File: src/rtl/audt_pkg.sv
// Purpose: Shared constants, tables and types for the arithmetic option decode/timing block
// Assumes: pclk at 50 MHz, processor ring clock sampled as a level input
// Notes:   Decode tables are active low, Y1 in bit 7 and Y8 in bit 0
package audt_pkg;

  ////////////////////////////////////////////////////////////////////////////
  // Timing
  localparam int PROC_CLK_NS      = 50;
  localparam int STEP_ADD_NS      = 400;
  localparam int STEP_SHIFT_NS    = 300;
  localparam int RING_TICKS_ADD   = STEP_ADD_NS / PROC_CLK_NS;
  localparam int RING_TICKS_SHIFT = STEP_SHIFT_NS / PROC_CLK_NS;

  ////////////////////////////////////////////////////////////////////////////
  // Register map and fields
  localparam logic [11:0] ADDR_CTRL    = 12'h000;
  localparam logic [11:0] ADDR_STATUS  = 12'h004;
  localparam logic [11:0] ADDR_IR      = 12'h008;
  localparam int          CTRL_MODE_A  = 0;
  localparam logic [11:0] IR_RESET     = 12'h000;
  localparam logic        MODE_RESET   = 1'b0;
  localparam logic [7:0]  ROM_OFF      = 8'hFF;

  ////////////////////////////////////////////////////////////////////////////
  // Instruction decode
  localparam logic [11:0] NEW_SET_CODE    = 12'hF19;
  localparam logic [11:0] LEGACY_SET_CODE = 12'hF27;
  localparam int          ROM_ADD_SEL_BIT = 6;
  localparam int          ROM_ADDR_INC_BIT = 2;
  localparam logic [3:0]  OP_MULTIPLY     = 4'h2;
  localparam logic [3:0]  OP_DVI          = 4'h3;
  localparam logic [3:0]  OP_DOUBLE_ADD   = 4'h9;
  localparam logic [3:0]  OP_DOUBLE_STORE = 4'hA;
  localparam logic [3:0]  OP_SUBTRACT     = 4'hF;
  localparam logic [4:0]  SC_LAST_MUL     = 5'h0B;
  localparam logic [4:0]  SC_LAST_DIV     = 5'h0C;
  localparam logic [4:0]  SC_LAST_ALL     = 5'h1F;
  localparam logic [1:0]  ADDER_B_PC      = 2'h0;
  localparam logic [1:0]  ADDER_B_MEM_DATA  = 2'h1;
  localparam logic [1:0]  ADDER_B_MULT_QUOT = 2'h2;
  localparam logic [1:0]  ADDER_B_PROC_ADDR = 2'h3;

  // Index {execute, instr bits 7..10}
  localparam logic [7:0] ROM1_TABLE [0:31] = '{
    8'hFF, 8'hFF, 8'hF9, 8'hFF, 8'h63, 8'hCF, 8'h79, 8'hF9,
    8'hFF, 8'hF9, 8'hFF, 8'hFF, 8'hF9, 8'h99, 8'h99, 8'hD9,
    8'hFF, 8'hFE, 8'hB7, 8'hA1, 8'hFF, 8'h62, 8'hF6, 8'hF6,
    8'hFF, 8'hD9, 8'hDF, 8'hFF, 8'hFF, 8'hFF, 8'hFF, 8'hFF};

  // Index {mode_b, instr bits 7..10}
  localparam logic [7:0] ROM2_TABLE [0:31] = '{
    8'hFF, 8'hFA, 8'hDA, 8'hDA, 8'hDF, 8'hFA, 8'hFA, 8'hFA,
    8'hFF, 8'hFF, 8'hFF, 8'hFF, 8'hFF, 8'hFF, 8'hFF, 8'hFF,
    8'hFF, 8'h7F, 8'hD9, 8'hD9, 8'hDF, 8'hFA, 8'hFA, 8'hFA,
    8'hF7, 8'hF9, 8'hF9, 8'hFF, 8'hEF, 8'hBF, 8'hBF, 8'hBF};

  ////////////////////////////////////////////////////////////////////////////
  // Types
  typedef enum logic [2:0] {
    ST_IDLE = 3'b001,
    ST_SYNC = 3'b010,
    ST_RUN  = 3'b100
  } audt_state_t;

  typedef struct packed {
    logic fetch;
    logic execute;
    logic tp1;
    logic tp2;
    logic timing_pulse_2_delayed;
    logic timing_pulse_3;
    logic tp4;
    logic int_pending;
    logic data_break;
    logic clk20;
  } audt_ptiming_t;

  typedef struct packed {
    logic       bus_mult_quot;
    logic [1:0] adder_b;
  } audt_src_t;

endpackage

File: src/rtl/audt_core.sv
// Purpose: Instruction capture, mode flag, decode ROMs and step timing ring
// Assumes: All processor inputs synchronous to pclk; APB register access
// Notes:   Ring advances on rising edges of the sampled 20 MHz processor clock
`timescale 1ns/10ps

// Operation
// RULE1 - Capture register holds 12 data bits loaded at fetch TP2, true and inverted
// RULE2 - Clear at TP4 for interrupt without data break, else at fetch TP1
// RULE3 - Mode resets to A; new-set picks B, legacy-set picks A
// RULE4 - Mode changes only at fetch TP2 trailing edge on option instruction; the code also forces A on an APB CTRL write with CTRL_MODE_A set
// RULE5 - First ROM enabled in fetch or execute for non-swap option instruction
// RULE6 - Second ROM enabled only in fetch for non-swap option instruction
// RULE7 - Each ROM takes a 5-bit address and yields an 8-bit command word
// RULE8 - ROM outputs are active low commands
// RULE9 - One second ROM output requests memory address plus one
// RULE10 - Multiply and divide give 331 in mode B, 332 in mode A
// RULE11 - Remaining second ROM fetch words follow the fixed octal table
// RULE12 - Four stage twisted ring; step pulse from stages two and three
// RULE13 - Each step pulse advances the step counter and clocks loads
// RULE14 - Shift only: stage one bypassed, six clocks, 300 ns step period
// RULE15 - Add select: stage one included, eight clocks, 400 ns step period
// RULE16 - Stop request asserted at delayed timing pulse 2; processor halts at timing pulse 3
// RULE17 - Timing pulse 3 leading edge sets the synchroniser starting the handover
// RULE18 - Ring starts on the next 20 MHz edge after running sets
// RULE19 - First step pulse follows stage four set with stage two reset
// RULE20 - Any terminate signal low clears synchroniser and restarts processor
// RULE21 - Bus picks accumulator or multiplier quotient; adder input picks data, quotient, PC, address
// RULE22 - Last step at count 13 multiply, 14 divide, 37 always
// RULE23 - Ring held reset while option timing is idle
module audt_core
  import audt_pkg::*;
(
  input  wire logic          pclk,
  input  wire logic          presetn,
  input  wire logic          psel,
  input  wire logic          penable,
  input  wire logic          pwrite,
  input  wire logic [11:0]   paddr,
  input  wire logic [31:0]   pwdata,
  output logic      [31:0]   prdata,
  output logic               pready,
  output logic               pslverr,
  input  wire audt_ptiming_t ptiming,
  input  wire logic [11:0]   memory_data,
  input  wire logic [4:0]    step_count,
  input  wire logic          shift_ok,
  input  wire logic          double_term_n,
  output logic      [11:0]   instr_capture_reg,
  output logic      [11:0]   instr_capture_reg_n,
  output logic               mode_b,
  output logic      [7:0]    rom1_out_n,
  output logic      [7:0]    rom2_out_n,
  output logic               addr_increment_n,
  output logic               last_step_n,
  output audt_src_t          src_sel,
  output logic               step_pulse,
  output logic               processor_stop_req_n,
  output logic               option_running,
  output logic      [3:0]    ring_stages
);

  ////////////////////////////////////////////////////////////////////////////
  // APB slave
  logic        pready_ff, nxt_pready;
  logic        pslverr_ff, nxt_pslverr;
  logic [31:0] prdata_ff, nxt_prdata;
  logic        sw_mode_a;
  logic        mode_ff;
  logic        esync_ff;
  logic        running_ff;
  logic        last_n_ff;
  logic [3:0]  ring_ff;
  logic [11:0] ir_ff;

  always_comb begin
    nxt_pready  = psel & ~penable & ~pready_ff;
    nxt_pslverr = 1'b0;
    nxt_prdata  = 32'h0000_0000;
    if (psel & ~penable) begin
      case (paddr)
        ADDR_CTRL:   nxt_prdata = 32'h0000_0000;
        ADDR_STATUS: nxt_prdata = {24'h00_0000, ring_ff, ~last_n_ff, running_ff,
                                   esync_ff, mode_ff};
        ADDR_IR:     nxt_prdata = {20'h0_0000, ir_ff};
        default:     nxt_pslverr = 1'b1;
      endcase
    end
    sw_mode_a = psel & penable & pready_ff & pwrite & (paddr == ADDR_CTRL)
                & pwdata[CTRL_MODE_A];
  end

  always_ff @(posedge pclk or negedge presetn) begin
    if (!presetn) begin
      pready_ff  <= 1'b0;
      pslverr_ff <= 1'b0;
      prdata_ff  <= 32'h0000_0000;
    end else begin
      pready_ff  <= nxt_pready;
      pslverr_ff <= nxt_pslverr;
      prdata_ff  <= nxt_prdata;
    end
  end

  assign pready  = pready_ff;
  assign pslverr = pslverr_ff;
  assign prdata  = prdata_ff;

  ////////////////////////////////////////////////////////////////////////////
  // Instruction capture, mode flag and decode ROMs
  logic        tp2_q_ff, pulse3_q_ff, clk20_q_ff;
  logic        tp2_rise, tp2_fall, pulse3_rise, clk_rise;
  logic [11:0] nxt_ir, nxt_ir_n, ir_n_ff;
  logic        nxt_mode;
  logic        is_option, is_swap, rom1_en, rom2_en;
  logic [3:0]  op;
  logic [7:0]  rom1_ff, rom2_ff, nxt_rom1, nxt_rom2;
  logic        addr_inc_ff, nxt_addr_inc, nxt_last_n;
  audt_src_t   src_ff, nxt_src;

  always_comb begin
    tp2_rise  = ptiming.tp2 & ~tp2_q_ff;
    tp2_fall  = ~ptiming.tp2 & tp2_q_ff;
    pulse3_rise = ptiming.timing_pulse_3 & ~pulse3_q_ff;
    clk_rise  = ptiming.clk20 & ~clk20_q_ff;
    op        = ir_ff[4:1];
    is_option = (ir_ff[11:9] == 3'h7) & ir_ff[8] & ir_ff[0];
    is_swap   = (ir_ff == NEW_SET_CODE) | (ir_ff == LEGACY_SET_CODE);
    rom1_en   = is_option & ~is_swap & (ptiming.fetch | ptiming.execute); // RULE5
    rom2_en   = is_option & ~is_swap & ptiming.fetch; // RULE6
    nxt_ir    = ir_ff;
    if (ptiming.int_pending & ~ptiming.data_break) begin
      if (ptiming.tp4) nxt_ir = IR_RESET; // RULE2
    end else if (ptiming.fetch & ptiming.tp1) begin
      nxt_ir = IR_RESET; // RULE2
    end
    if (ptiming.fetch & tp2_rise) nxt_ir = memory_data; // RULE1
    nxt_ir_n = ~nxt_ir; // RULE1
    nxt_mode = mode_ff;
    if (sw_mode_a) nxt_mode = 1'b0;
    if (ptiming.fetch & tp2_fall & is_option) begin // RULE4
      if (ir_ff == NEW_SET_CODE) nxt_mode = 1'b1; // RULE3
      else if (ir_ff == LEGACY_SET_CODE) nxt_mode = 1'b0; // RULE3
    end
    // Active low words from 5-bit addressed tables
    nxt_rom1 = rom1_en ? ROM1_TABLE[{ptiming.execute, op}] : ROM_OFF; // RULE7 RULE8
    nxt_rom2 = rom2_en ? ROM2_TABLE[{mode_ff, op}] : ROM_OFF; // RULE7 RULE10 RULE11
    nxt_addr_inc = nxt_rom2[ROM_ADDR_INC_BIT]; // RULE9
    nxt_last_n = ~((step_count == SC_LAST_ALL)
                 | (rom1_en & (op == OP_MULTIPLY) & (step_count == SC_LAST_MUL))
                 | (rom1_en & (op == OP_DVI) & (step_count == SC_LAST_DIV))); // RULE22
    nxt_src.bus_mult_quot = ptiming.execute & rom1_en
                            & ((op == OP_DOUBLE_ADD) | (op == OP_DOUBLE_STORE)); // RULE21
    if (~nxt_rom2[ROM_ADDR_INC_BIT]) nxt_src.adder_b = ADDER_B_PROC_ADDR; // RULE21
    else if (rom1_en & (op == OP_SUBTRACT)) nxt_src.adder_b = ADDER_B_MULT_QUOT;
    else if (rom1_en) nxt_src.adder_b = ADDER_B_MEM_DATA;
    else nxt_src.adder_b = ADDER_B_PC;
  end

  always_ff @(posedge pclk or negedge presetn) begin
    if (!presetn) begin
      tp2_q_ff    <= 1'b0;
      pulse3_q_ff <= 1'b0;
      clk20_q_ff  <= 1'b0;
      ir_ff       <= IR_RESET;
      ir_n_ff     <= ~IR_RESET;
      mode_ff     <= MODE_RESET;
      rom1_ff     <= ROM_OFF;
      rom2_ff     <= ROM_OFF;
      addr_inc_ff <= 1'b1;
      last_n_ff   <= 1'b1;
      src_ff      <= '0;
    end else begin
      tp2_q_ff    <= ptiming.tp2;
      pulse3_q_ff <= ptiming.timing_pulse_3;
      clk20_q_ff  <= ptiming.clk20;
      ir_ff       <= nxt_ir;
      ir_n_ff     <= nxt_ir_n; // RULE1
      mode_ff     <= nxt_mode;
      rom1_ff     <= nxt_rom1;
      rom2_ff     <= nxt_rom2;
      addr_inc_ff <= nxt_addr_inc; // RULE9
      last_n_ff   <= nxt_last_n;
      src_ff      <= nxt_src;
    end
  end

  assign instr_capture_reg   = ir_ff;
  assign instr_capture_reg_n = ir_n_ff;
  assign mode_b              = mode_ff;
  assign rom1_out_n          = rom1_ff;
  assign rom2_out_n          = rom2_ff;
  assign addr_increment_n    = addr_inc_ff;
  assign last_step_n         = last_n_ff;
  assign src_sel             = src_ff;

  ////////////////////////////////////////////////////////////////////////////
  // Step timing ring and processor handover
  audt_state_t state_ff, nxt_state;
  logic [3:0]  nxt_ring;
  logic        armed_ff, nxt_armed;
  logic        pulse_ff, nxt_pulse;
  logic        stop_n_ff, nxt_stop_n;
  logic        need_run, add_sel, terminate;
  logic        nxt_esync, nxt_running;

  always_comb begin
    need_run   = ptiming.execute & (rom1_ff != ROM_OFF);
    add_sel    = ~rom1_ff[ROM_ADD_SEL_BIT];
    terminate  = ~last_n_ff | ~shift_ok | ~double_term_n;
    nxt_state  = state_ff;
    nxt_ring   = ring_ff;
    nxt_armed  = armed_ff;
    nxt_pulse  = 1'b0;
    nxt_stop_n = stop_n_ff;
    case (state_ff)
      ST_IDLE: begin
        nxt_ring  = 4'h0; // RULE23
        nxt_armed = 1'b0;
        if (need_run & ptiming.timing_pulse_2_delayed) nxt_stop_n = 1'b0; // RULE16
        if (~stop_n_ff & pulse3_rise) nxt_state = ST_SYNC; // RULE17
      end
      ST_SYNC: begin
        nxt_ring  = 4'h0;
        nxt_state = ST_RUN;
      end
      ST_RUN: begin
        if (clk_rise) begin // RULE18
          if (terminate) begin // RULE20
            nxt_state  = ST_IDLE;
            nxt_stop_n = 1'b1;
            nxt_ring   = 4'h0;
          end else begin
            if (add_sel) nxt_ring = {ring_ff[2:0], ~ring_ff[3]}; // RULE15
            else nxt_ring = {ring_ff[2:1], ~ring_ff[3], 1'b0}; // RULE14
            if (ring_ff[3] & ~ring_ff[1]) nxt_armed = 1'b1; // RULE19
            nxt_pulse = armed_ff & ~(ring_ff[1] & ring_ff[2])
                        & nxt_ring[1] & nxt_ring[2]; // RULE12 RULE13
          end
        end
      end
      default: begin
        nxt_state  = ST_IDLE;
        nxt_ring   = 4'h0;
        nxt_stop_n = 1'b1;
      end
    endcase
    nxt_esync   = (nxt_state != ST_IDLE); // RULE17
    nxt_running = (nxt_state == ST_RUN);
  end

  always_ff @(posedge pclk or negedge presetn) begin
    if (!presetn) begin
      state_ff   <= ST_IDLE;
      ring_ff    <= 4'h0;
      armed_ff   <= 1'b0;
      pulse_ff   <= 1'b0;
      stop_n_ff  <= 1'b1;
      esync_ff   <= 1'b0;
      running_ff <= 1'b0;
    end else begin
      state_ff   <= nxt_state;
      ring_ff    <= nxt_ring;
      armed_ff   <= nxt_armed;
      pulse_ff   <= nxt_pulse;
      stop_n_ff  <= nxt_stop_n;
      esync_ff   <= nxt_esync; // RULE17
      running_ff <= nxt_running;
    end
  end

  assign step_pulse           = pulse_ff;
  assign processor_stop_req_n = stop_n_ff;
  assign option_running       = running_ff;
  assign ring_stages          = ring_ff;
endmodule

File: config.mk
export PLATFORM = sky130hd
export DESIGN_NAME = audt_core
export DESIGN_NICKNAME = d
export VERILOG_FILES = /design/src/rtl/audt_pkg.sv /design/src/rtl/audt_core.sv
export SDC_FILE = /design/constraint.sdc
export NUM_CORES = 1
export LEC_CHECK = 0
export BUFFER_PORTS_ARGS = -buffer_cell sky130_fd_sc_hd__buf_4
export CAP_MARGIN = 5
export CORE_UTILIZATION = 50
export DETAILED_ROUTE_END_ITERATION = 16
export HOLD_SLACK_MARGIN = 0.03
export PLACE_DENSITY = 0.87
export SYNTH_ARGS = -nofsm -noshare
export SYNTH_HDL_FRONTEND = slang
export SYNTH_SLANG_ARGS = --single-unit
File: constraint.sdc
create_clock -name pclk -period 4.2 [get_ports pclk]
set_input_delay 0.42 -clock pclk [delete_from_list [all_inputs] [get_ports pclk]]
set_output_delay 0.42 -clock pclk [all_outputs]
set_load 0.03 [all_outputs]
After elaboration in Yosys (flattened, before gate mapping)
Memory sizes are Yosys's and may differ from the RTL's.
Index checks and enable logic that the tools add are counted.

storage, ports and cells
  bits in registers = 95
  ROM bits = 512
  input bits = 78
  output and inout port bits = 87
  word-level logic and storage cells = 161
  memories kept = 2

cells by class
  magnitude comparators = 2
  eq/ne operators = 24
  muxes and demuxes = 43
  bitwise operators = 63
  reductions and logical operators = 5

memory list
  name              words  bits a word  read ports  clocked after memory_dff  write ports  RTL line          RTL
  (name not given)  32     8            1           0                         0            audt_core.sv:146  nxt_rom2 = rom2_en ? ROM2_TABLE[{mode_ff, op}] : ROM_OFF;
  (name not given)  32     8            1           0                         0            audt_core.sv:145  nxt_rom1 = rom1_en ? ROM1_TABLE[{ptiming.execute, op}] : ROM_OFF;

operator list
  kind                    count
  $mux W12                4
  $mux W8                 6
  $and A1 B1 Y1           36
  $mux W32                1
  $eq A12 B12 Y1 const B  2
  $mux W4                 6
  $pmux W12 S2            1
  $not A1 Y1              17
  $mux W1                 16
  $eq A12 B3 Y1 const B   1
  $eq A12 B4 Y1 const B   1
  $eq A4 B4 Y1 const B    3
  $ge A6 B6 Y1 const B    2
  $logic_not A12 Y1       1
  $not A12 Y12            1
  $not A5 Y6              2
  $eq A5 B4 Y1 const B    2
  $ne A2 B2 Y1 const B    5
  $eq A3 B3 Y1 const B    3
  $mux W3                 3
  $pmux W3 S3             1
  $eq A4 B2 Y1 const B    2
  $ne A8 B8 Y1 const B    1
  $reduce_and A4 Y1       2
  other kinds (10)        18

Longest topological paths before layout
Gate-level depths: netlist (run 1).

  depth in word-level cells = 11
  gate-level depth with buffers = 7
  mapped depth without buffers = 6

Worst setup path before layout (run 1)
No wires, ideal clock.

  kind = flip-flop to flip-flop
  from = register ir_ff[2] (netlist: instr_capture_reg[2])
  to = register rom1_ff[3] (netlist: rom1_out_n[3])
  setup time = 0.086 ns
  data arrival time = 1.859 ns
  required time = 4.114 ns
  slack = 2.256 ns
  cell stages (with the launch flop) = 7
  buffers on the path = 2
  period minus slack after synthesis = 1.944 ns
  path through = dfrtp_1 -> buf_2 -> inv_1 -> ha_1 -> buf_1 -> mux2_2 -> a2111o_1

between the ends
  cells in the longest elaborated chain, start to end = 6
  elaborated cells on any way between the ends = 11
  classes of those cells = 2 x eq/ne; 3 x mux; 5 x bitwise; 1 x memory

RTL lines
  what                                                                    RTL line          RTL
  from (decl)                                                             audt_core.sv:73   logic [11:0] ir_ff;
  from (signal assigned)                                                  audt_core.sv:176  ir_ff <= nxt_ir;
  parallel branches: the longest is 5 deep, another holds $mem_v2 Z32 W8  --
  $mux W8 (*)                                                             audt_core.sv:145
  via nxt_rom1[3]                                                         audt_core.sv:116  logic [7:0] rom1_ff, rom2_ff, nxt_rom1, nxt_rom2;
  to (signal assigned)                                                    audt_core.sv:179  rom1_ff <= nxt_rom1;
  to (decl)                                                               audt_core.sv:116

Mark *: on every way through the listed nets, which the timed path passes. The select of a mux whose other input is x is not followed.
A chain may end at the register's enable or synchronous reset.

Worst setup path in the final report (run 1)
  from = register ir_ff[3] (netlist: instr_capture_reg[3])
  to = register rom2_ff[0] (netlist: rom2_out_n[0])

between the ends
  cells in the longest elaborated chain, start to end = 6
  elaborated cells on any way between the ends = 11
  classes of those cells = 2 x eq/ne; 3 x mux; 5 x bitwise; 1 x memory

RTL lines
  what                                                                    RTL line          RTL
  parallel branches: the longest is 5 deep, another holds $mem_v2 Z32 W8  --
  $mux W8 (*)                                                             audt_core.sv:146
  via nxt_rom2[0]                                                         audt_core.sv:116
  to (signal assigned)                                                    audt_core.sv:180  rom2_ff <= nxt_rom2;
  to (decl)                                                               audt_core.sv:116

Marked as above.

==> summary.md, run 1 <==
| Metric | Value |
|---|---|
| Global-route wire length before repair | about 13 mm |
| Antenna fix cells | 0 |
| Die Height | 85.5 um |
| Initial antenna violation count | 0 |
| Site Rows | 30 |
| Remaining DRCs | 0 |
| Hold buffer count at CTS | 0 |
| Via count | approximately 2,800 |
| Port Buffers | ~110 |
| Grt total ovfl | 0 |
| Peak VDD IR | roughly 0.15 mV |
| Number of fill cells | about 500 |
| Die Span X | ~86 um |
| CTS buffer count | 9 |
| Syn Std Cell Area | ~0.0035 mm^2 |
| Ys flop type | dfrtp_1 |
| Req. time, crit path | 4.46 ns |
| Core area | roughly 0.0068 mm^2 |
| Fin. Hold Viols | 0 |
| Crit path kind | reg -> reg |
| R2r setup slk | 1.97 ns |
| WL met3 | 525 um |
| Placer Congestion | around 0.78 |
| Full die area | approximately 0.0073 mm^2 |
| Post-cts resize count | 0 |
| All-Layer GR Usage | between 20% and 30% |
| Final Max Slew Viols | 0 |
| Root Buffer | clkbuf_8 |
| Post-synth ARST share | 100% |
| CTS H-tree depth | 3 |
| Area grow syn2layout | 30.3% |
| CP startpoint kind | register |
| WL met1 | between 3 and 4 mm |
| Cell Count, Final, Fillers Out | ~500 |
| Iteration-0 DRC Markers | between 100 and 150 |
| CTS tree | built |
| Worst Setup End Kind | register |
| Post-route ant nets | 0 |
| Clock buffer depth | 2 |
| Synth Warn # | 0 |
| Worst Hold Endpoint | pulse3_q_ff$_DFF_PN0_ |
| Post-route minimum period | ~2.2 ns |
| Worst-path fanout max | 27 |
| Sequential share of the synthesized area | between 50% and 60% |
| Setup Viol. Count Final | 0 |
| Initial Util | between 50 and 60% |
| Slew margin rel. | approximately a quarter |
| Synth Register Bits | between 70 and 80 |
| Clock-pin transition on the worst setup and hold timing paths | ~0.070 ns |
| Min-delay worst type | in -> reg |
| Final WS setup | slightly below 2 ns |
| Post-DP HPWL | 5.56 mm |
| Highest metal used | met4 |
| Design Area, Final | around 0.0045 mm^2 |
| Number of global-route vias before repair | 2,558 |
| Largest net degree at the start of global routing | 75 |
| Via density | about 5.5 |
| DP Area | approximately 0.0043 mm^2 |
| Reg-to-reg startpoint | instr_capture_reg[3]$_DFF_PN0_ |
| Net count, final | 495 |
| Run status | finished, final reports clean |
| Post-Syn Instances | between 300 and 400 |
| Max Cap Viol | 0 |
| Post-Place Cells | 481 |
| Worst r2r path cells | 4 |
| Worst slew pin tran | between 1 and 1.5 ns |
| Hold path start | ptiming[4] |
| # Post-CTS Setup Buffers | 0 |
| Unrepaired setup endpoints after global routing | no |
| Fmax | around 0.45 GHz |
| Hold Path Stages | 1 |
| Number of synthesized flops with an enable pin | 0 |
| Skew-Pair Late Insertion Delay | 0.35 ns |
| Worst Clk Skew | around 0.0093 ns |
| Pwr dens | 375 mW/mm^2 |
| Part of the cycle the worst path needs | 53.2% |
| Total negative slack | 0 ns |
| WL per Instance | 15.9 um |
| Pleak | 0.00207 uW |
| Cell variety after synth | 57 |
| DR pass1 iterations | 4 |
| Fraction of layout cells with a size suffix above 1 | 42.0% |
| IO Pins | around 170 |
| Crit path DAT | between 2 and 2.5 ns |
| Drt total wl | around 7.9 mm |
| Sink Count | 74 |
| Avg Inst Size Synth | 11.4 um^2 |
| Met2 wire len | slightly below 4 mm |
| Worst r2r dst | rom2_out_n[0]$_DFF_PN1_ |
| Place WS | around 2.0 ns |
[synth_stat cells (4+ instances only)]
cell / instances / area [um^2]
dfrtp_1: 43 / 1080
dfstp_2: 31 / 815
buf_4: 21 / 158
a22o_1: 20 / 175
nand2_1: 16 / 60.1
nor2_1: 15 / 56.3
a22oi_1: 12 / 90.1
a21oi_1: 11 / 55.1
nand3_1: 10 / 50.1
clkbuf_1: 8 / 30.0
o21ai_0: 8 / 40.0
buf_2: 7 / 35.0
nand2b_1: 7 / 43.8
inv_1: 6 / 22.5
nor2b_1: 6 / 37.5
or3_1: 6 / 37.5
and2_1: 5 / 31.3
ha_1: 5 / 62.6
mux2i_1: 5 / 50.1
nand4_1: 5 / 31.3
nor4_1: 4 / 25.0
[worst max-delay path: stages (launching register included)]
cell	delay [ns]
dfrtp_1	0.92
nor3b_2	0.20
a211oi_4	0.42
nand3_2	0.11
or4_1	0.49
[cell usage in the layout (no fill, tap or decap), drive strengths merged, types with 12 or more instances in the layout]
| master | count |
|---|---|
| a22o | 20 |
| a22oi | 12 |
| buf | 115 |
| clkbuf | 12 |
| conb | 20 |
| dfrtp | 43 |
| dfstp | 31 |
| nand2 | 16 |
| nand3 | 13 |
| nor2 | 15 |
[where the power goes]
part	switching (uW)	internal [uW]
Combinational	151	95.5
Sequential	35.9	745
Clock	250	427
Total	437	1270
[worst max-delay path by stage]
| stage | start | endpoint |
|---|---|---|
| after CTS | instr_capture_reg[3]$_DFF_PN0_ | rom2_out_n[0]$_DFF_PN1_ |
| after global placement | instr_capture_reg[3]$_DFF_PN0_ | rom2_out_n[0]$_DFF_PN1_ |
| after detailed placement | paddr[7] | prdata[3]$_DFF_PN0_ |
| after global routing | instr_capture_reg[3]$_DFF_PN0_ | rom1_out_n[2]$_DFF_PN1_ |
| final | instr_capture_reg[3]$_DFF_PN0_ | rom2_out_n[0]$_DFF_PN1_ |
| after floorplan | instr_capture_reg[2]$_DFF_PN0_ | rom1_out_n[3]$_DFF_PN1_ |
[per-stage QoR]
| step | utilization, % | hold WS (ns) | power, uW |
|---|---|---|---|
| finish | 67.3 | 0.192 | 1710 |
| detailed placement | 63.5 | 0.452 | 1040 |
| global placement | 63.5 | 0.447 | 1030 |
| floorplan | - | 0.124 | 947 |
| CTS | 67.3 | 0.175 | 1720 |
| global route | 67.3 | 0.172 | 1770 |
[layer usage]
layer  vias to the layer above  global-route usage [%]
li1                       1279                       -
met1                      1336                    28.1
met2                       129                    37.7
met3                        14                    5.29
met4                         0                    9.24
met5                         -                       0
[area by class of cell]
cell class	instances	area (um^2)	area share (%)
clock buffers	12	155	3.41
clock inverters	4	97.6	2.15
inverters	6	22.5	0.495
multi-input cells	206	1420	31.2
flip-flops and latches	74	1890	41.6
well taps	80	100	2.20
repair buffers	115	863	19.0
[kinds of logic (layout without fill, tap and decap cells)]
kind of cell / Yosys count / after routing / share of synthesized area, %
simple gates: 101 / 101 / 18.2
flops: 74 / 74 / 54.2
buf+inv: 44 / 137 / 7.25
compound gates: 71 / 71 / 15.9
mux: 7 / 7 / 2.08
other cells: 1 / 20 / 0.108
xor+xnor: 2 / 2 / 0.502
fa+ha+maj: 5 / 5 / 1.79
Power figures use the tool's default switching activity.
==> inputs of run 2 (changes only) <==
CORE_UTILIZATION = 47   (was 50)
PLACE_DENSITY = 0.83   (was 0.87)
clock period = 2.3 ns   (was 4.2 ns; I/O delays follow)
==> run 2 against run 1 <==
Net effect:
- clock skew fell by 0.00099 ns
- clock power is 71% higher
- combinational power is 95% higher
- critical path type unchanged
==> summary.md, run 2 (same netlist as run 1, synthesis figures left out) <==
| Metric | Value |
|---|---|
| Post-cts resize count | 0 (unchanged) |
| Placer Congestion | 0.833 (+7.2%) |
| Worst r2r path cells | 4 (unchanged) |
| Crit path kind | reg -> reg |
| Unrepaired setup endpoints after global routing | no |
| Largest net degree at the start of global routing | 75 (unchanged) |
| Critical Path, Cell by Cell | nor4bb_4 -> a211oi_4 -> o211ai_4 -> or3_1 |
| Total negative slack | 0 ns (unchanged) |
| CP max stage delay | 0.48 ns (-0.44 ns) |
| Via density | 5.32 (-4.2%) |
| Cell Count, Final, Fillers Out | 525 (+5.6%) |
| CP max-delay cell | dfrtp_1 |
| Antenna fix cells | 0 (unchanged) |
| Iteration-0 DRC Markers | 157 (+5.4%) |
| Run status | finished, final reports clean |
| Post-route ant nets | 0 (unchanged) |
| Clock buffer depth | 2 (unchanged) |
| Worst Setup EP | rom1_out_n[2]$_DFF_PN1_ |
| Area grow syn2layout | 32.8% |
| Multi-input logic area | 0.00142 mm^2 (unchanged) |
| Die Span X | 88.2 um (+3.1%) |
| IO Pins | 165 (unchanged) |
| Core Util, Final | 64.2% (-3.1 points) |
| Slew margin rel. | 41.4% (+15 points) |
| Worst-path fanout max | 10 (-63%) |
| Worst path bufs/invs | 0 (unchanged) |
| Critical Path Stages | 4 (unchanged) |
| Die Height | 88.2 um (+3.1%) |
| Max Cap Viol | 0 (unchanged) |
| Sink Count | 74 (unchanged) |
| Part of the cycle the worst path needs | 79.0% (+26 points) |
| CTS H-tree depth | 3 (unchanged) |
| Req. time, crit path | 2.56 ns (-1.90 ns) |
| Worst Clk Skew | 0.00828 ns (-0.000986 ns) |
| Fraction of layout cells with a size suffix above 1 | 42.5% (+0.52 points) |
| WL per Instance | 15.4 um (-3.2%) |
| Final WS setup | 0.482 ns (-1.48 ns) |
| CTS buffer count | 9 (unchanged) |
| CP startpoint kind | register |
| Min-delay worst type | in -> reg |
| Site Rows | 31 (+3.3%) |
| Most frequent cells in the layout | buf_4 (120), dfrtp_1 (43), dfstp_2 (31), a22o_1 (20), conb_1 (20) |
| Total power | 3050 uW (+79%) |
| Most common cell after layout, fill and taps aside | buf_4 |
| CP top delay family | simple AND/OR/NAND/NOR gates |
| Worst Setup End Kind | register |
| Via count | 2,791 (+1.2%) |
| R2r setup slk | 0.48 ns (-1.48 ns) |
| Core area | 0.00721 mm^2 (+6.8%) |
| Skew-Pair Late Insertion Delay | 0.34 ns (about the same) |
| Net count, final | 504 (+1.8%) |
| Worst Setup SP | instr_capture_reg[5]$_DFF_PN0_ |
| Fmax | 0.550 GHz (+23%) |
| CTS tree | built |
| Root Buffer | clkbuf_8 |
| Worst slew pin tran | 0.880 ns (-0.215 ns) |
| Fin. Hold Viols | 0 (unchanged) |
| Post-route minimum period | 1.82 ns (-0.415 ns) |
| Worst r2r dst | rom1_out_n[2]$_DFF_PN1_ |
| Post-DP HPWL | 5.64 mm (+1.4%) |
| Grt total ovfl | 0 (unchanged) |
| # Post-CTS Setup Buffers | 0 (unchanged) |
| Port Buffers | 113 (unchanged) |
| Initial Util | 48.4% (-3.3 points) |
| All-Layer GR Usage | 21.3% (-1.2 points) |
| Full die area | 0.00777 mm^2 (+6.2%) |
| Clock-pin transition on the worst setup and hold timing paths | 0.07 ns (about the same) |
| Final Max Slew Viols | 0 (unchanged) |
| Reg-to-reg startpoint | instr_capture_reg[5]$_DFF_PN0_ |
| Crit path DAT | 2.07 ns (-0.42 ns) |
| Remaining DRCs | 0 (unchanged) |
| Peak VDD IR | 0.307 mV (+110%) |
| Number of fill cells | 551 (+10%) |
| Global-route wire length before repair | 12.4 mm (-1.6%) |
| Storage element area | 0.00189 mm^2 (unchanged) |
| Number of global-route vias before repair | 2,497 (-2.4%) |
| DR pass1 iterations | 4 (unchanged) |
| Place WS | 0.492 ns (-1.48 ns) |
| Pwr dens | 659 mW/mm^2 (+76%) |
| Initial antenna violation count | 0 (unchanged) |
| Setup Viol. Count Final | 0 (unchanged) |
| Drt total wl | 8.09 mm (+2.3%) |
| Hold buffer count at CTS | 4 (+4) |
| Pleak | 0.00211 uW (+1.9%) |
| Post-Place Cells | 505 (+5.0%) |
## run 2: cell count changes in the layout (fill, tap and decap cells not counted)
cell           delta
buf_4             +5
dlygate4sd3_1     +4
bufinv_16         -1
clkbuf_1          -1
clkbuf_8          +1
clkinv_2          +1
## run 2: worst min path at each step
stage	slack, ns	from	to	depth (start not counted)
3_3_place_gp	0.35	ptiming[4]	pulse3_q_ff$_DFF_PN0_	1
6_report	0.06	memory_data[0]	instr_capture_reg_n[0]$_DFF_PN1_	2
5_1_grt	0.04	memory_data[6]	instr_capture_reg_n[6]$_DFF_PN1_	2
4_1_cts	0.04	memory_data[0]	instr_capture_reg_n[0]$_DFF_PN1_	2
3_5_place_dp	0.35	ptiming[4]	pulse3_q_ff$_DFF_PN0_	1
2_1_floorplan	-0.07	presetn	armed_ff$_DFFE_PN0P_	0
## run 2: layout make-up
cell class / count / area share [%]
Sequential cell: 74 / 40.8
Clock buffer: 12 / 3.57
Timing Repair Buffer: 124 / 20.3
Clock inverter: 4 / 1.57
Multi-Input combinational cell: 206 / 30.6
Tap cell: 99 / 2.67
Inverter: 6 / 0.486
## run 2: where the power goes
group	total, uW	internal, uW	switching (uW)
Combinational	480	186	294
Clock	1160	698	465
Sequential	1410	1360	47.1
## run 2: through the flow
stage | instance area (um^2) | hold WS [ns]
3_3_place_gp | 4350 | 0.348
4_1_cts | 4630 | 0.0371
2_1_floorplan | 3560 | -0.0656
6_report | 4630 | 0.0567
3_5_place_dp | 4350 | 0.348
5_1_grt | 4630 | 0.0421
## run 2: per-layer routing
metal	part of all wire [%]	track usage [%]
met5	0	0
met4	1.5	7.48
met3	6.5	4.62
met2	49	35.0
met1	43	27.8
==> inputs of run 3 (changes only) <==
ABC_AREA = 1   (was default)
PLACE_DENSITY = 0.82   (was 0.83)
clock period = 1.7 ns   (was 2.3 ns; I/O delays follow)
==> run 3 against run 2 <==
Net effect:
- synthesized area grew 4.0%
- worst hold slack better by 0.030 ns
- non-clock buffer count rose by 1
- sequential share of layout area down 1.5 points
- sequential cell count stayed put
- critical path depth is 5 higher
- largest cell class unchanged
- die area increased by 3.9%
- combinational power grew 28%
- routed wire length up 4.3%
- sequential power increased by 33%
- first-iteration DRC count rose by 43%
- worst setup slack worse by 0.29 ns
- largest power group unchanged
==> summary.md, run 3 <==
| Metric | Value |
|---|---|
| Synth top cells by count | nor2_1 (66), inv_1 (57), nand2_1 (45) |
| Core area | 0.00737 mm^2 (+2.2%) |
| Worst Setup End Kind | register |
| Sequential power share | 46.2% (about the same) |
| Most common cell after layout, fill and taps aside | buf_4 |
| Peak VDD IR | 0.446 mV (+45%) |
| CTS buffer count | 9 (unchanged) |
| Hold path start | memory_data[9] |
| CP startpoint kind | input pin |
| Leading post-synthesis cells by cell area | dfrtp_1 (30%), dfstp_2 (22%), nor2_1 (6.8%), inv_1 (5.9%), nand2_1 (4.7%) |
| Antenna fix cells | 0 (unchanged) |
| Pwr dens | 843 mW/mm^2 (+28%) |
| Total negative slack | 0 ns (unchanged) |
| Post-route ant nets | 0 (unchanged) |
| Slew margin rel. | 66.2% (+25 points) |
| Min-delay worst type | in -> reg |
| Post-cts resize count | 0 (unchanged) |
| Final Max Slew Viols | 0 (unchanged) |
| Worst-path fanout max | 10 (unchanged) |
| CTS H-tree depth | 3 (unchanged) |
| Hold buffer count at CTS | 4 (unchanged) |
| Crit path DAT | 1.73 ns (-0.34 ns) |
| Avg Inst Size Synth | 9.18 um^2 (-20%) |
| Gate power share | 15.2% (-0.5 points) |
| Total power | 4060 uW (+33%) |
| Worst Clk Skew | 0.00939 ns (+0.00111 ns) |
| Worst slew pin tran | 0.505 ns (-0.374 ns) |
| Synth Register Bits | 74 (unchanged) |
| Fin. Hold Viols | 0 (unchanged) |
| Via count | 3,009 (+7.8%) |
| Die Height | 89.9 um (+1.9%) |
| Top cell type's share of synthesized area | 29.7% (-1.2 points) |
| Area grow syn2layout | 32.7% (about the same) |
| Syn Std Cell Area | 0.00363 mm^2 (+4.0%) |
| Total internal power | 2950 uW (+31%) |
| Remaining DRCs | 0 (unchanged) |
| Die Span X | 89.9 um (+1.9%) |
| Unrepaired setup endpoints after global routing | no |
| Sequential share of the synthesized area | 52.1% (-2.1 points) |
| Post-DP HPWL | 6.51 mm (+15%) |
| Number of global-route vias before repair | 2,941 (+18%) |
| Fmax | 0.661 GHz |
| Sink Count | 74 (unchanged) |
| Global-route wire length before repair | 14.2 mm (+14%) |
| Hold Path Stages | 4 (+2) |
| Max Cap Viol | 0 (unchanged) |
| Drt total wl | 8.45 mm (+4.3%) |
| CTS tree | built |
| Iteration-0 DRC Markers | 224 (+43%) |
| Run status | finished, final reports clean |
| All-Layer GR Usage | 22.0% (+0.72 points) |
| # Post-CTS Setup Buffers | 0 (unchanged) |
| Worst r2r path cells | 9 (+5) |
| Post-synth ARST share | 100% (unchanged) |
| Hold WS | 0.0863 ns (+0.0295 ns) |
| Reg-to-reg startpoint | instr_capture_reg[1]$_DFF_PN0_ |
| Via density | 4.81 (-9.4%) |
| Final WS setup | 0.187 ns (-0.295 ns) |
| Clock buffer depth | 2 (unchanged) |
| Net count, final | 604 (+20%) |
| Largest net degree at the start of global routing | 42 (-44%) |
| Root Buffer | clkbuf_8 |
| Req. time, crit path | 1.92 ns (-0.64 ns) |
| Ys flop type | dfrtp_1 |
| Post-Syn Instances | 395 (+30%) |
| Full die area | 0.00807 mm^2 (+3.9%) |
| WL per Instance | 13.5 um (-12%) |
| Port Buffers | 113 (unchanged) |
| Fraction of layout cells with a size suffix above 1 | 40.9% (-1.6 points) |
| Site Rows | 31 (unchanged) |
| Number of fill cells | 611 (+11%) |
| Yosys top cell by area | dfrtp_1 |
| Count leader, synth | nor2_1 |
| Post-route minimum period | about 1.5 ns |
| IO Pins | 165 (unchanged) |
| Worst Setup SP | ptiming[6] |
| Placer Congestion | 0.936 (+12%) |
| Most frequent cells in the layout | buf_4 (120), nor2_1 (66), inv_1 (57), nand2_1 (45), dfrtp_1 (43) |
| Skew-Pair Late Insertion Delay | 0.34 ns (about the same) |
| Clock-pin transition on the worst setup and hold timing paths | 0.08 ns (about the same) |
| DR pass1 iterations | 6 (+2) |
| Part of the cycle the worst path needs | about nine tenths |
| Synth Warn # | 0 (unchanged) |
| Switching Power | 1110 uW (+38%) |
| Clock power frac | 38.7% (+0.6 points) |
| Sw frac | 27.4% (+0.95 points) |
| Grt total ovfl | 0 (unchanged) |
| Number of synthesized flops with an enable pin | 0 (unchanged) |
| Cell variety after synth | 35 (-39%) |
| Core Util, Final | 65.3% (+1.1 points) |
| Crit path kind | in -> reg |
| Initial antenna violation count | 0 (unchanged) |
| Initial Util | 49.2% (+0.87 points) |
| Setup Viol. Count Final | 0 (unchanged) |
| Pleak | 0.00241 uW (+14%) |
| Place WS | 0.258 ns (-0.234 ns) |
[run 3: cell types whose count changed in the layout (fill, tap and decap cells not counted), moves of 10 or more]
| cell | before | now |
|---|---|---|
| a22o_1 | 20 | 0 |
| a21oi_1 | 11 | 1 |
| a31oi_1 | 0 | 14 |
| inv_1 | 6 | 57 |
| nor2_2 | 0 | 11 |
| nand2_1 | 16 | 45 |
| nor2_1 | 15 | 66 |
| a22oi_1 | 12 | 0 |
[run 3: critical path, stage by stage]
cell	delay (ns)
dlygate4sd3_1	0.54
buf_4	0.14
inv_1	0.06
nor2_1	0.04
nand2_1	0.25
buf_4	0.22
nor2_1	0.04
a31oi_1	0.21
inv_1	0.06
[run 3: final timing paths]
path                            slack, ns                               end
worst min-delay path                 0.09  instr_capture_reg_n[9]$_DFF_PN1_
worst min register to register       0.45             state_ff[1]$_DFF_PN0_
worst max register to register       0.21              src_sel[1]$_DFF_PN0_
worst max-delay path                 0.19    instr_capture_reg[5]$_DFF_PN0_
min in group asynchronous            0.31               prdata[6]$_DFF_PN0_
max in group asynchronous            0.76           rom1_out_n[5]$_DFF_PN1_
[run 3: cell families after synthesis]
family | share of synthesized area [%]
compound gates | 6.97
fa+ha+maj | 1.72
buf+inv | 12.6
flops | 52.1
other cells | 0.103
simple gates | 26.5
[run 3: layout make-up]
type / instances / area [um^2] / area share (%)
flip-flops and latches: 74 / 1890 / 39.3
repair buffers: 125 / 961 / 20.0
inverters: 65 / 246 / 5.12
clock buffers: 12 / 188 / 3.90
well taps: 99 / 124 / 2.57
multi-input cells: 246 / 1350 / 28.1
clock inverters: 4 / 52.6 / 1.09
[run 3: stage by stage]
step | cells | area (um^2)
after floorplan | 414 | 3700
after global placement | 605 | 4530
after detailed placement | 605 | 4530
after CTS | 625 | 4810
after global routing | 625 | 4810
final | 625 | 4810
[run 3: power by group through the flow]
stage | registers, uW | logic (uW) | clock network [uW]
detailed placement | 1900 | 610 | 0
global route | 1880 | 666 | 1670
CTS | 1870 | 618 | 1600
floorplan | 2000 | 285 | 0
global placement | 1900 | 594 | 0
finish | 1870 | 615 | 1570
[run 3: routing by layer]
layer,up-vias,track usage [%],share of wire [%]
met2,133,36.2,50
met5,-,0,0
li1,1462,-,-
met4,0,7.53,0.83
met1,1408,29.2,42
met3,6,4.23,6.7
